--- src/shared/gtc_pkg.sv ---
/*
 * Package of the trigger and pin control block: register offsets, field
 * positions, reset values, action and mode codes, timing counts.
 * Assumes a 10 MHz mclk and a 32-bit APB register bus.
 */
package gtc_pkg;
    localparam int          NUM_PINS      = 3;
    // Register byte offsets
    localparam logic [7:0]  REG_CTRL      = 8'h00;
    localparam logic [7:0]  REG_PIN1_CFG  = 8'h04;
    localparam logic [7:0]  REG_PIN2_CFG  = 8'h08;
    localparam logic [7:0]  REG_PIN3_CFG  = 8'h0c;
    localparam logic [7:0]  REG_TRIG_OUT  = 8'h10;
    localparam logic [7:0]  REG_ACQ_CFG   = 8'h14;
    localparam logic [7:0]  REG_GAIN      = 8'h18;
    localparam logic [7:0]  REG_IRQ_STAT  = 8'h1c;
    localparam logic [7:0]  REG_IRQ_MASK  = 8'h20;
    localparam logic [7:0]  REG_PKT_TAG   = 8'h24;
    // Control fields
    localparam int          CTRL_SHOT     = 0;
    localparam int          CTRL_START    = 1;
    localparam int          CTRL_STOP     = 2;
    // Pin configuration fields
    localparam int          PIN_DIR       = 0;
    localparam int          PIN_STATE     = 1;
    localparam int          PIN_ACT_LSB   = 4;
    localparam int          PIN_POL       = 8;
    localparam int          PIN_LEVEL     = 9;
    // Acquisition, gain and packet tag fields
    localparam int          ACQ_FILT      = 4;
    localparam int          GAIN_IR_LSB   = 8;
    localparam int          TAG_DIR_LSB   = 16;
    localparam int          TAG_STATE_LSB = 20;
    // Interrupt status bits
    localparam int          IRQ_PKT       = 0;
    localparam int          IRQ_EDGE_LSB  = 1;
    // Codes and limits
    localparam logic [3:0]  RATE_MAX      = 4'ha;
    localparam logic [2:0]  GAIN_MAX      = 3'h7;
    localparam logic [7:0]  PKT_LAST      = 8'hff;
    localparam logic [1:0]  TMODE_MAX     = 2'h2;
    // Reset values
    localparam logic [2:0]  DIR_RST       = 3'h0;
    localparam logic [2:0]  POL_RST       = 3'h7;
    localparam logic [3:0]  RATE_RST      = 4'h0;
    localparam logic [2:0]  GAIN_RST      = 3'h0;
    // Trigger output pulse width
    localparam int          CLK_PERIOD_NS = 100;
    localparam int          PULSE_NS      = 1000;
    localparam logic [3:0]  PULSE_CYC     = 4'((PULSE_NS + CLK_PERIOD_NS - 1) / CLK_PERIOD_NS);

    typedef enum logic [2:0] {
        ACT_NONE  = 3'b000,
        ACT_SHOT  = 3'b001,
        ACT_START = 3'b010,
        ACT_STOP  = 3'b011,
        ACT_VUP   = 3'b100,
        ACT_VDN   = 3'b101,
        ACT_IUP   = 3'b110,
        ACT_IDN   = 3'b111
    } gtc_action_type;

    typedef enum logic [1:0] {
        TMODE_OFF    = 2'b00,
        TMODE_PULSE  = 2'b01,
        TMODE_TOGGLE = 2'b10
    } gtc_tmode_type;

    typedef enum logic [1:0] {
        ACQ_IDLE = 2'b00,
        ACQ_SHOT = 2'b01,
        ACQ_CONT = 2'b10
    } gtc_acq_type;
endpackage

--- src/hdl/gtc_top.sv ---
/*
 * Pin and trigger control: APB registers, three pins with trigger actions,
 * packet sequencing of 256 samples, pin 1 trigger output, packet tags and
 * a masked interrupt. Assumes sample_valid pulses once per converted sample.
 */
`timescale 1ns/1ps
module gtc_top
    import gtc_pkg::*;
(
    // Clock and reset
    input  wire logic        mclk,
    input  wire logic        rstn,
    input  wire logic        ce,
    // APB slave
    input  wire logic        psel,
    input  wire logic        penable,
    input  wire logic        pwrite,
    input  wire logic [7:0]  paddr,
    input  wire logic [31:0] pwdata,
    output logic      [31:0] prdata,
    output logic             pready,
    output logic             pslverr,
    // Pins
    input  wire logic [2:0]  gpio_i,
    output logic      [2:0]  gpio_o,
    output logic      [2:0]  gpio_oe,
    // Converter side
    input  wire logic        sample_valid,
    output logic             acq_run,
    output logic             pkt_start,
    output logic             pkt_done,
    output logic      [3:0]  sample_rate_value,
    output logic             filter_sel,
    output logic      [2:0]  vis_gain,
    output logic      [2:0]  ir_gain,
    // Packet tag
    output logic      [2:0]  tag_vis_gain,
    output logic      [2:0]  tag_ir_gain,
    output logic      [2:0]  tag_dir,
    output logic      [2:0]  tag_state,
    // Interrupt
    output logic             irq
);
    function automatic logic [2:0] gain_step(input logic [2:0] g, input logic up,
                                             input logic dn);
        logic [2:0] r;
        r = g;
        if (up && !dn && g != GAIN_MAX) begin
            r = g + 3'h1;
        end else if (dn && !up && g != 3'h0) begin
            r = g - 3'h1;
        end
        return r;
    endfunction

    function automatic logic [2:0] pin_hit(input logic [7:0] a);
        return {a == REG_PIN3_CFG, a == REG_PIN2_CFG, a == REG_PIN1_CFG};
    endfunction

    logic           ack;
    logic           wr_en;
    logic           rd_en;
    logic           mapped;
    logic [2:0]     pin_wr;
    logic [2:0]     pin_sel;
    logic [2:0]     dir;
    logic [2:0]     req_state;
    logic [2:0]     pol;
    gtc_action_type act [NUM_PINS];
    gtc_tmode_type  tmode;
    logic [2:0]     level;
    logic [2:0]     edge_hit;
    logic [2:0]     fired;
    logic [2:0]     drive;
    logic           toggle;
    logic [3:0]     pulse_cnt;
    logic [3:0]     irq_stat;
    logic [3:0]     irq_mask;
    gtc_acq_type    acq;
    logic [7:0]     cnt;
    logic           stop_pend;
    logic           do_shot;
    logic           do_start;
    logic           do_stop;
    logic           v_up;
    logic           v_dn;
    logic           i_up;
    logic           i_dn;
    logic           last_smp;
    logic           begin_pkt;
    logic [31:0]    next_rdata;

    // APB: one wait state, then pready with registered read data
    assign mapped  = (paddr[1:0] == 2'b00) && (paddr <= REG_PKT_TAG);
    assign pready  = ack;
    assign pslverr = ack & ~mapped;
    assign wr_en   = ce & psel & penable & ack & pwrite & mapped;
    assign rd_en   = ce & psel & penable & ack & ~pwrite & mapped;
    assign pin_sel = pin_hit(paddr);
    assign pin_wr  = wr_en ? pin_sel : 3'h0;

    always_ff @(posedge mclk or negedge rstn) begin
        if (!rstn) begin
            ack <= 1'b0;
        end else if (ce) begin
            ack <= psel & penable & ~ack;
        end
    end

    always_comb begin
        next_rdata = 32'h0;
        unique case (paddr)
            REG_CTRL: begin
                next_rdata[1:0] = acq;
            end
            REG_PIN1_CFG, REG_PIN2_CFG, REG_PIN3_CFG: begin
                for (int k = 0; k < NUM_PINS; k++) begin
                    if (pin_sel[k]) begin
                        next_rdata[PIN_DIR]                 = dir[k];
                        next_rdata[PIN_STATE]               = req_state[k];
                        next_rdata[PIN_ACT_LSB +: 3]        = act[k];
                        next_rdata[PIN_POL]                 = pol[k];
                        next_rdata[PIN_LEVEL]               = level[k];
                    end
                end
            end
            REG_TRIG_OUT: next_rdata[1:0] = tmode;
            REG_ACQ_CFG: begin
                next_rdata[3:0]      = sample_rate_value;
                next_rdata[ACQ_FILT] = filter_sel;
            end
            REG_GAIN: begin
                next_rdata[2:0]              = vis_gain;
                next_rdata[GAIN_IR_LSB +: 3] = ir_gain;
            end
            REG_IRQ_STAT: next_rdata[3:0] = irq_stat;
            REG_IRQ_MASK: next_rdata[3:0] = irq_mask;
            REG_PKT_TAG: begin
                next_rdata[2:0]                = tag_vis_gain;
                next_rdata[GAIN_IR_LSB +: 3]   = tag_ir_gain;
                next_rdata[TAG_DIR_LSB +: 3]   = tag_dir;
                next_rdata[TAG_STATE_LSB +: 3] = tag_state;
            end
            default: next_rdata = 32'h0;
        endcase
    end

    always_ff @(posedge mclk or negedge rstn) begin
        if (!rstn) begin
            prdata <= 32'h0;
        end else if (ce && psel && penable && !ack) begin
            prdata <= next_rdata;
        end
    end

    // Pin configuration, one register per pin index
    always_ff @(posedge mclk or negedge rstn) begin
        if (!rstn) begin
            dir       <= DIR_RST;
            req_state <= 3'h0;
            pol       <= POL_RST;
            for (int k = 0; k < NUM_PINS; k++) begin
                act[k] <= ACT_NONE;
            end
        end else if (ce) begin
            for (int k = 0; k < NUM_PINS; k++) begin
                if (pin_wr[k]) begin
                    act[k] <= gtc_action_type'(pwdata[PIN_ACT_LSB +: 3]);
                    pol[k] <= pwdata[PIN_POL];
                    if (pwdata[PIN_ACT_LSB +: 3] != ACT_NONE) begin
                        dir[k] <= 1'b0;
                    end else if (k == 0 && tmode != TMODE_OFF) begin
                        dir[k] <= 1'b1;
                    end else begin
                        dir[k] <= pwdata[PIN_DIR];
                    end
                    if (dir[k]) begin
                        req_state[k] <= pwdata[PIN_STATE];
                    end
                end
            end
            if (wr_en && paddr == REG_TRIG_OUT && pwdata[1:0] != TMODE_OFF
                && pwdata[1:0] <= TMODE_MAX) begin
                dir[0] <= 1'b1;
                act[0] <= ACT_NONE;
            end
        end
    end

    // Output trigger mode, pin 1 only
    always_ff @(posedge mclk or negedge rstn) begin
        if (!rstn) begin
            tmode <= TMODE_OFF;
        end else if (ce) begin
            if (wr_en && paddr == REG_TRIG_OUT && pwdata[1:0] <= TMODE_MAX) begin
                tmode <= gtc_tmode_type'(pwdata[1:0]);
            end else if (pin_wr[0] && pwdata[PIN_ACT_LSB +: 3] != ACT_NONE) begin
                tmode <= TMODE_OFF;
            end
        end
    end

    genvar gi;
    generate
        for (gi = 0; gi < NUM_PINS; gi++) begin : g_pin
            gtc_edge_detect u_edge (
                .mclk     (mclk),
                .rstn     (rstn),
                .ce       (ce),
                .pin_i    (gpio_i[gi]),
                .pol      (pol[gi]),
                .level    (level[gi]),
                .edge_hit (edge_hit[gi])
            );
            assign fired[gi] = edge_hit[gi] & ~dir[gi] & (act[gi] != ACT_NONE);
        end
    endgenerate

    // Trigger actions merged with software commands
    always_comb begin
        do_shot  = wr_en && paddr == REG_CTRL && pwdata[CTRL_SHOT];
        do_start = wr_en && paddr == REG_CTRL && pwdata[CTRL_START];
        do_stop  = wr_en && paddr == REG_CTRL && pwdata[CTRL_STOP];
        v_up     = 1'b0;
        v_dn     = 1'b0;
        i_up     = 1'b0;
        i_dn     = 1'b0;
        for (int k = 0; k < NUM_PINS; k++) begin
            if (fired[k]) begin
                unique case (act[k])
                    ACT_NONE:  ;
                    ACT_SHOT:  do_shot  = 1'b1;
                    ACT_START: do_start = 1'b1;
                    ACT_STOP:  do_stop  = 1'b1;
                    ACT_VUP:   v_up     = 1'b1;
                    ACT_VDN:   v_dn     = 1'b1;
                    ACT_IUP:   i_up     = 1'b1;
                    ACT_IDN:   i_dn     = 1'b1;
                endcase
            end
        end
    end

    // Settings: rate, filter, gains
    always_ff @(posedge mclk or negedge rstn) begin
        if (!rstn) begin
            sample_rate_value <= RATE_RST;
            filter_sel        <= 1'b0;
            vis_gain          <= GAIN_RST;
            ir_gain           <= GAIN_RST;
        end else if (ce) begin
            if (wr_en && paddr == REG_ACQ_CFG) begin
                if (pwdata[3:0] <= RATE_MAX) begin
                    sample_rate_value <= pwdata[3:0];
                end
                filter_sel <= pwdata[ACQ_FILT];
            end
            if (wr_en && paddr == REG_GAIN) begin
                vis_gain <= pwdata[2:0];
                ir_gain  <= pwdata[GAIN_IR_LSB +: 3];
            end else begin
                vis_gain <= gain_step(vis_gain, v_up, v_dn);
                ir_gain  <= gain_step(ir_gain, i_up, i_dn);
            end
        end
    end

    // Packet sequencer
    assign last_smp  = acq_run & sample_valid & (cnt == PKT_LAST);
    assign begin_pkt = (acq == ACQ_IDLE && (do_start || do_shot))
                       || (acq == ACQ_CONT && last_smp && !stop_pend && !do_stop);
    assign acq_run   = acq != ACQ_IDLE;

    always_ff @(posedge mclk or negedge rstn) begin
        if (!rstn) begin
            acq       <= ACQ_IDLE;
            cnt       <= 8'h0;
            stop_pend <= 1'b0;
        end else if (ce) begin
            if (begin_pkt) begin
                cnt <= 8'h0;
            end else if (acq_run && sample_valid) begin
                cnt <= cnt + 8'h1;
            end
            unique case (acq)
                ACQ_IDLE: begin
                    stop_pend <= 1'b0;
                    if (do_start) begin
                        acq <= ACQ_CONT;
                    end else if (do_shot) begin
                        acq <= ACQ_SHOT;
                    end
                end
                ACQ_SHOT: begin
                    if (do_start) begin
                        acq <= ACQ_CONT;
                    end else if (last_smp) begin
                        acq <= ACQ_IDLE;
                    end
                end
                ACQ_CONT: begin
                    if (last_smp && (stop_pend || do_stop)) begin
                        acq <= ACQ_IDLE;
                    end else if (do_stop) begin
                        stop_pend <= 1'b1;
                    end
                end
                default: acq <= ACQ_IDLE;
            endcase
        end
    end

    always_ff @(posedge mclk or negedge rstn) begin
        if (!rstn) begin
            pkt_start <= 1'b0;
            pkt_done  <= 1'b0;
        end else if (ce) begin
            pkt_start <= begin_pkt;
            pkt_done  <= last_smp;
        end
    end

    // Pin drive updates only at packet start; the pin 1 pulse count then runs down each cycle
    always_ff @(posedge mclk or negedge rstn) begin
        if (!rstn) begin
            drive     <= 3'h0;
            toggle    <= 1'b0;
            pulse_cnt <= 4'h0;
        end else if (ce) begin
            if (begin_pkt) begin
                drive <= req_state;
                if (tmode == TMODE_TOGGLE) begin
                    toggle <= ~toggle;
                end
                if (tmode == TMODE_PULSE) begin
                    pulse_cnt <= PULSE_CYC;
                end
            end else if (pulse_cnt != 4'h0) begin
                pulse_cnt <= pulse_cnt - 4'h1;
            end
        end
    end

    always_comb begin
        gpio_oe = dir;
        gpio_o  = drive & dir;
        unique case (tmode)
            TMODE_PULSE:  gpio_o[0] = pulse_cnt != 4'h0;
            TMODE_TOGGLE: gpio_o[0] = toggle;
            default:      gpio_o[0] = drive[0] & dir[0];
        endcase
    end

    // Packet tag latched at packet start
    always_ff @(posedge mclk or negedge rstn) begin
        if (!rstn) begin
            tag_vis_gain <= 3'h0;
            tag_ir_gain  <= 3'h0;
            tag_dir      <= 3'h0;
            tag_state    <= 3'h0;
        end else if (ce && pkt_start) begin
            tag_vis_gain <= vis_gain;
            tag_ir_gain  <= ir_gain;
            tag_dir      <= dir;
            tag_state    <= gpio_o;
        end
    end

    // Interrupts: sticky, read clears, a new event wins
    always_ff @(posedge mclk or negedge rstn) begin
        if (!rstn) begin
            irq_stat <= 4'h0;
            irq_mask <= 4'h0;
        end else if (ce) begin
            if (wr_en && paddr == REG_IRQ_MASK) begin
                irq_mask <= pwdata[3:0];
            end
            irq_stat <= ((rd_en && paddr == REG_IRQ_STAT) ? 4'h0 : irq_stat)
                        | {fired, last_smp};
        end
    end

    assign irq = |(irq_stat & irq_mask);

    property p_state_ignored;
        @(posedge mclk) disable iff (!rstn)
        (pin_wr[1] && !dir[1]) |=> $stable(req_state[1]);
    endproperty
    a_state_ignored: assert property (p_state_ignored) else $error("state write on input");

    property p_act_input;
        @(posedge mclk) disable iff (!rstn)
        (pin_wr[2] && pwdata[PIN_ACT_LSB +: 3] != 3'h0) |=> !dir[2] && act[2] != ACT_NONE;
    endproperty
    a_act_input: assert property (p_act_input) else $error("action pin not input");

    property p_tmode_dir;
        @(posedge mclk) disable iff (!rstn)
        tmode != TMODE_OFF |-> dir[0] && gpio_oe[0];
    endproperty
    a_tmode_dir: assert property (p_tmode_dir) else $error("pin 1 not output");

    property p_out_per_pkt;
        @(posedge mclk) disable iff (!rstn)
        (ce && !begin_pkt) |=> $stable(gpio_o[2:1]) || $changed(dir[2:1]);
    endproperty
    a_out_per_pkt: assert property (p_out_per_pkt) else $error("pin changed mid packet");

    property p_toggle;
        @(posedge mclk) disable iff (!rstn)
        (ce && begin_pkt && tmode == TMODE_TOGGLE) |=> gpio_o[0] != $past(gpio_o[0]);
    endproperty
    a_toggle: assert property (p_toggle) else $error("no toggle at packet");

    property p_pulse;
        @(posedge mclk) disable iff (!rstn)
        (ce && begin_pkt && tmode == TMODE_PULSE) |=> gpio_o[0] [*2];
    endproperty
    a_pulse: assert property (p_pulse) else $error("pulse missing");

    property p_shot_end;
        @(posedge mclk) disable iff (!rstn)
        (ce && acq == ACQ_SHOT && last_smp && !do_start) |=> acq == ACQ_IDLE && pkt_done;
    endproperty
    a_shot_end: assert property (p_shot_end) else $error("shot did not end");

    property p_rate;
        @(posedge mclk) disable iff (!rstn)
        sample_rate_value <= RATE_MAX;
    endproperty
    a_rate: assert property (p_rate) else $error("rate code out of range");

    property p_gain_sat;
        @(posedge mclk) disable iff (!rstn)
        (ce && vis_gain == GAIN_MAX && v_up && !(wr_en && paddr == REG_GAIN)) |=>
            vis_gain == GAIN_MAX;
    endproperty
    a_gain_sat: assert property (p_gain_sat) else $error("gain wrapped");

    property p_tag;
        @(posedge mclk) disable iff (!rstn)
        (ce && pkt_start) |=> tag_vis_gain == $past(vis_gain) && tag_dir == $past(dir);
    endproperty
    a_tag: assert property (p_tag) else $error("tag not latched");

    c_shot:   cover property (@(posedge mclk) acq == ACQ_SHOT ##1 acq == ACQ_IDLE);
    c_cont:   cover property (@(posedge mclk) pkt_done && acq == ACQ_CONT);
    c_toggle: cover property (@(posedge mclk) tmode == TMODE_TOGGLE && pkt_start);
    c_trig:   cover property (@(posedge mclk) |fired);
endmodule

--- src/hdl/gtc_edge_detect.sv ---
/*
 * One trigger pin: two-flop synchroniser, then edge detection on the
 * selected polarity. Assumes pin input may change at any time.
 */
`timescale 1ns/1ps
module gtc_edge_detect
    import gtc_pkg::*;
(
    // Clock and reset
    input  wire logic mclk,
    input  wire logic rstn,
    input  wire logic ce,
    // Pin and setting
    input  wire logic pin_i,
    input  wire logic pol,
    // Results
    output logic      level,
    output logic      edge_hit
);
    logic meta;
    logic sync;
    logic prev;

    always_ff @(posedge mclk or negedge rstn) begin
        if (!rstn) begin
            meta <= 1'b0;
            sync <= 1'b0;
            prev <= 1'b0;
        end else if (ce) begin
            meta <= pin_i;
            sync <= meta;
            prev <= sync;
        end
    end

    assign level    = sync;
    // Rising when pol is 1, falling when 0
    assign edge_hit = ce & (sync != prev) & (sync == pol);

    property p_edge_once;
        @(posedge mclk) disable iff (!rstn)
        edge_hit |=> !edge_hit;
    endproperty
    a_edge_once: assert property (p_edge_once) else $error("edge reported twice");

    property p_edge_pol;
        @(posedge mclk) disable iff (!rstn)
        edge_hit |-> (level == pol) && (prev != pol);
    endproperty
    a_edge_pol: assert property (p_edge_pol) else $error("edge of wrong polarity");
endmodule

--- config.mk ---
export PLATFORM = sky130hd
export DESIGN_NAME = gtc_top
export DESIGN_NICKNAME = d
export VERILOG_FILES = /design/src/shared/gtc_pkg.sv /design/src/hdl/gtc_top.sv /design/src/hdl/gtc_edge_detect.sv
export SDC_FILE = /design/constraint.sdc
export NUM_CORES = 1
export LEC_CHECK = 0
export ABC_AREA = 1
export BUFFER_PORTS_ARGS = -buffer_cell sky130_fd_sc_hd__buf_2
export CORE_ASPECT_RATIO = 1.4
export CORE_MARGIN = 5
export CORE_UTILIZATION = 25
export CTS_BUF_LIST = sky130_fd_sc_hd__clkbuf_2 sky130_fd_sc_hd__clkbuf_4 sky130_fd_sc_hd__clkbuf_8
export CTS_CLUSTER_DIAMETER = 80
export CTS_CLUSTER_SIZE = 20
export DETAILED_ROUTE_END_ITERATION = 7
export PLACE_DENSITY = 0.44
export SETUP_SLACK_MARGIN = 0.1
export SLEW_MARGIN = 40
export SYNTH_ARGS = -nofsm -noshare
export SYNTH_HDL_FRONTEND = slang
export SYNTH_HIERARCHICAL = 1
export SYNTH_SLANG_ARGS = --single-unit
--- constraint.sdc ---
create_clock -name mclk -period 2.3 [get_ports mclk]
set_input_delay 0.46 -clock mclk [delete_from_list [all_inputs] [get_ports mclk]]
set_output_delay 0.46 -clock mclk [all_outputs]
set_load 0.03 [all_outputs]
==> reports/metrics.csv <==
stage,metric,value,unit
sta,worst_slack,-0.104,ns
synthesis,synth.area.top_cells,"dfrtp_1 43%, nand2_1 14%, inv_1 6.2%",
floorplanning,fp.coreArea,0.0218,mm2
cells_and_area,final_cell_mix,"182 x nand2_1, 95 x dfrtp_1, 84 x inv_1",
synthesis,ys_seq_elements,98,
synthesis,synth_top_area_cell,dfrtp_1,
drt,drt_wl_total,18000,um
floorplanning,start_util,25.2,%
critical_path,worstPathRequired,2.58,ns
critical_path,cp_slowest_cell,dfstp_2,
critical_path,path_common_cell,nand2_1,
cells_and_area,num_antenna_cells,0,
critical_path,cpPeakStageDelay,0.56,ns
global_route,grt_start_max_net_pins,99,
synthesis,synth_top_family_by_area,simple AND/OR/NAND/NOR gates,
clocking,cts_root_buffer,clkbuf_8,
cells_and_area,n_fill_cell,2384,
power,seq_power_share,50.2,%
cells_and_area,drive_gt1_share,32.5,%
sta,post-route-period-util,105,%
synthesis,synth_async_sr_flop_share,100,%
global_route,grt_pass1_wl,28300,um
synthesis,synth_seq_area_share,44.7,%
power,p_sw,1.14,mW
min_path,holdCritPathClass,input port to async pin,
critical_path,cp.arrival,2.69,ns
clocking,cts_buffers,9,
cells_and_area,multi_input_comb_area,0.00291,mm2
critical_path,cp-end-kind,register,
critical_path,cp_max_fo,6,
clocking,clkTransAtPathRegs,0.10,ns
power,p_int,2.62,mW
synthesis,yosysWarnings,6,
power,swShare,30.3,%
job,maxCapViolCount,0,
sta,worstMarginPinSlew,0.560,ns
critical_path,crit_type,register to register,
global_route,grt_usage,14.7,%
cells_and_area,area_growth,35.7,%
synthesis,synth_compound_area_share,12.6,%
global_route,overflow,0,
synthesis,yosys.cell_types.count,56,
power,vdd_drop_max,0.371,mV
placement,port_buffers,78,
sta,timing.fmax,416,MHz
drt,vias,5162,
critical_path,critPathLaunchType,register,
clocking,max-clock-path-buffers,2,
cells_and_area,register_area,0.00246,mm2
sta,finalMaxSlewViolations,0,
sta,hold_violations,0,
outcome,run_status,finished with violations,
critical_path,path_buf_inv,2,
drt,dr.pass1.iters,4,
sta,max_slew_margin,62.7,%
sta,worst_hold_slack,0.116,ns
global_route,antenna_found_initial,0,
global_route,grt_pass1_vias,5266,
critical_path,crit_family,simple AND/OR/NAND/NOR gates,
clocking,cts.sinks,98,
cells_and_area,final_common_cell,nand2_1,
floorplanning,die_y,185,um
cells_and_area,final_nets,926,
drt,ant_nets,0,
synthesis,avgSynthCellArea,7.79,um2
power,leakagePower,3.77,nW
synthesis,yosys.area_share.adder,2.10,%
floorplanning,rows,64,
synthesis,ys.flop_type,dfrtp_1,
floorplanning,ios,117,
clocking,ctsHoldBuffers,0,
clocking,h-tree-depth,3,
power,finalPower,3.76,mW
synthesis,syn_inst,705,
sta,fin_skew,0.0132,ns
drt,viasPerCell,4.41,
sta,rsz0062_at_grt,yes,
synthesis,synthSimpleGateAreaFrac,29.1,%
placement,place_congestion,0.856,
power,power.density,505,mW/mm2
sta,min_period,2.40,ns
synthesis,synth_edf_count,0,
drt,drc,0,
synthesis,synth_xor_area_share,1.12,%
power,clock_power_share,33.7,%
clocking,cts_tree,built,
critical_path,path_cells,inv_2 > nor2_1 > nand2_1 > nand2_1 > inv_2 > nor2_4 > nand2_2 > nor3_1 > nor2_2 > o311ai_4 > fa_2 > mux2_4 > nand2_1 > o21ai_1,
drt,drt-initial-drc-count,235,
sta,finalSetupViolCount,2,
synthesis,synthMuxAreaShare,0.456,%
synthesis,syn_area,0.00549,mm2
outcome,violations,negative setup slack,
floorplanning,die_area,0.0251,mm2
clocking,clock_latency,0.39,ns
floorplanning,die_x,135,um
placement,dp_hpwl,14100,um
synthesis,synth_top_cell_area_share,43.3,%
power,power_frac_comb,16.1,%
drt,route.detailed.wl_per_inst,15.4,um
## final timing paths
kind	from	end	slack, ns	depth (start not counted)
worst max-delay path	pol[2]	ir_gain[1]	-0.10	14
worst min-delay path	rstn	prdata[9]	0.12	2
worst max register to register	pol[2]	ir_gain[1]	-0.10	14
worst min register to register	g_pin[1].u_edge/meta	g_pin[1].u_edge/level	0.48	2
max in group asynchronous	rstn	pulse_cnt[2]	1.75	2
min in group mclk	gpio_i[2]	g_pin[2].u_edge/meta	0.28	3
## what timing repair did
action | 4_1_cts | 5_1_grt
setup endpoints to repair | 24 | 27
setup buffers | 8 | 5
hold endpoints to repair | 0 | 0
pin swaps | 25 | 27
resized for setup | 45 | 54
## layout make-up
cell class | instances | share of cell area, %
inverter | 98 | 5.12
tap | 297 | 4.99
clock buffer | 9 | 1.66
multi-input combinational | 499 | 39.0
timing repair buffer | 162 | 15.0
clock inverter | 7 | 1.24
sequential | 98 | 33.0
## cell usage after synthesis (2+ instances only)
master and number:
a21oi_1 10, buf_6 2, ha_1 6, buf_4 16, nand4_1 17, o311ai_1 2
a32o_1 2, o22ai_1 5, nor2_1 58, xor2_1 3, o21ai_1 9, nor2_2 8
fa_1 2, nand2_8 2, dfrtp_1 95, inv_2 4, o21ai_0 59, a221oi_1 5
buf_2 2, inv_1 91, nand2_2 5, nor3_1 11, nor3_2 2, o221ai_1 2
o31ai_1 2, clkbuf_1 5, a22o_1 8, nand4_2 2, nand2_1 202, dfstp_2 3
nand3_1 32, xnor2_1 4, a31oi_1 3, nand2_4 4
## routing by layer
layer / part of all wire (%) / GRT usage (%) / wire [um]
met1: 40 / 16.7 / 7160
met5: 0 / 0 / 0
met3: 5.0 / 2.96 / 892
met2: 51 / 25.9 / 9110
met4: 4.7 / 7.46 / 849
## sequential cells by signal, indices dropped and copies added, names as in the netlist, 2 cells and up
name	flops
pulse_cnt	4
g_pin.u_edge/meta	3
sample_rate_value	4
tmode	2
g_pin.u_edge/level	3
cnt	8
tag_ir_gain	3
drive	3
act	9
ir_gain	3
acq	2
req_state	3
irq_stat	4
irq_mask	4
prdata	16
vis_gain	3
gpio_oe	3
tag_vis_gain	3
pol	3
g_pin.u_edge/prev	3
tag_state	3
tag_dir	3
## worst reg2reg max path, stage by stage, from the launching register on
cell and delay (ns):
dfstp_2 0.56, inv_2 0.03, nor2_1 0.10, nand2_1 0.06, nand2_1 0.07, inv_2 0.05, nor2_4 0.14, nand2_2 0.09
nor3_1 0.18, nor2_2 0.10, o311ai_4 0.09, fa_2 0.47, mux2_4 0.26, nand2_1 0.06, o21ai_1 0.05
## metrics by stage
stage	cells	TNS, ns	setup slack (ns)	util (%)	instance area, um2
finish	1170	-0.155	-0.104	34.2	7450
global route	1170	-2.03	-0.247	34.2	7450
CTS	1165	-0.256	-0.143	33.0	7190
detailed placement	1141	-8.21	-0.409	31.0	6750
global placement	1141	-8.07	-0.403	31.0	6750
floorplan	720	-0.0641	-0.0641	-	5590
## cell families after synthesis
| family | after synthesis |
|---|---|
| buf+inv | 123 |
| flops | 98 |
| other cells | 1 |
| fa+ha+maj | 8 |
| mux | 2 |
| xor+xnor | 7 |
| simple gates | 351 |
| compound gates | 115 |
## power by group through the flow
stage	logic (mW)	registers, mW	clock network, mW
after global placement	0.584	1.92	0
after CTS	0.601	1.89	1.32
final	0.607	1.89	1.27
after global routing	0.683	1.90	1.38
after detailed placement	0.585	1.92	0
after floorplan	0.355	1.94	0
Note: power is estimated with default switching activity, not from simulation.
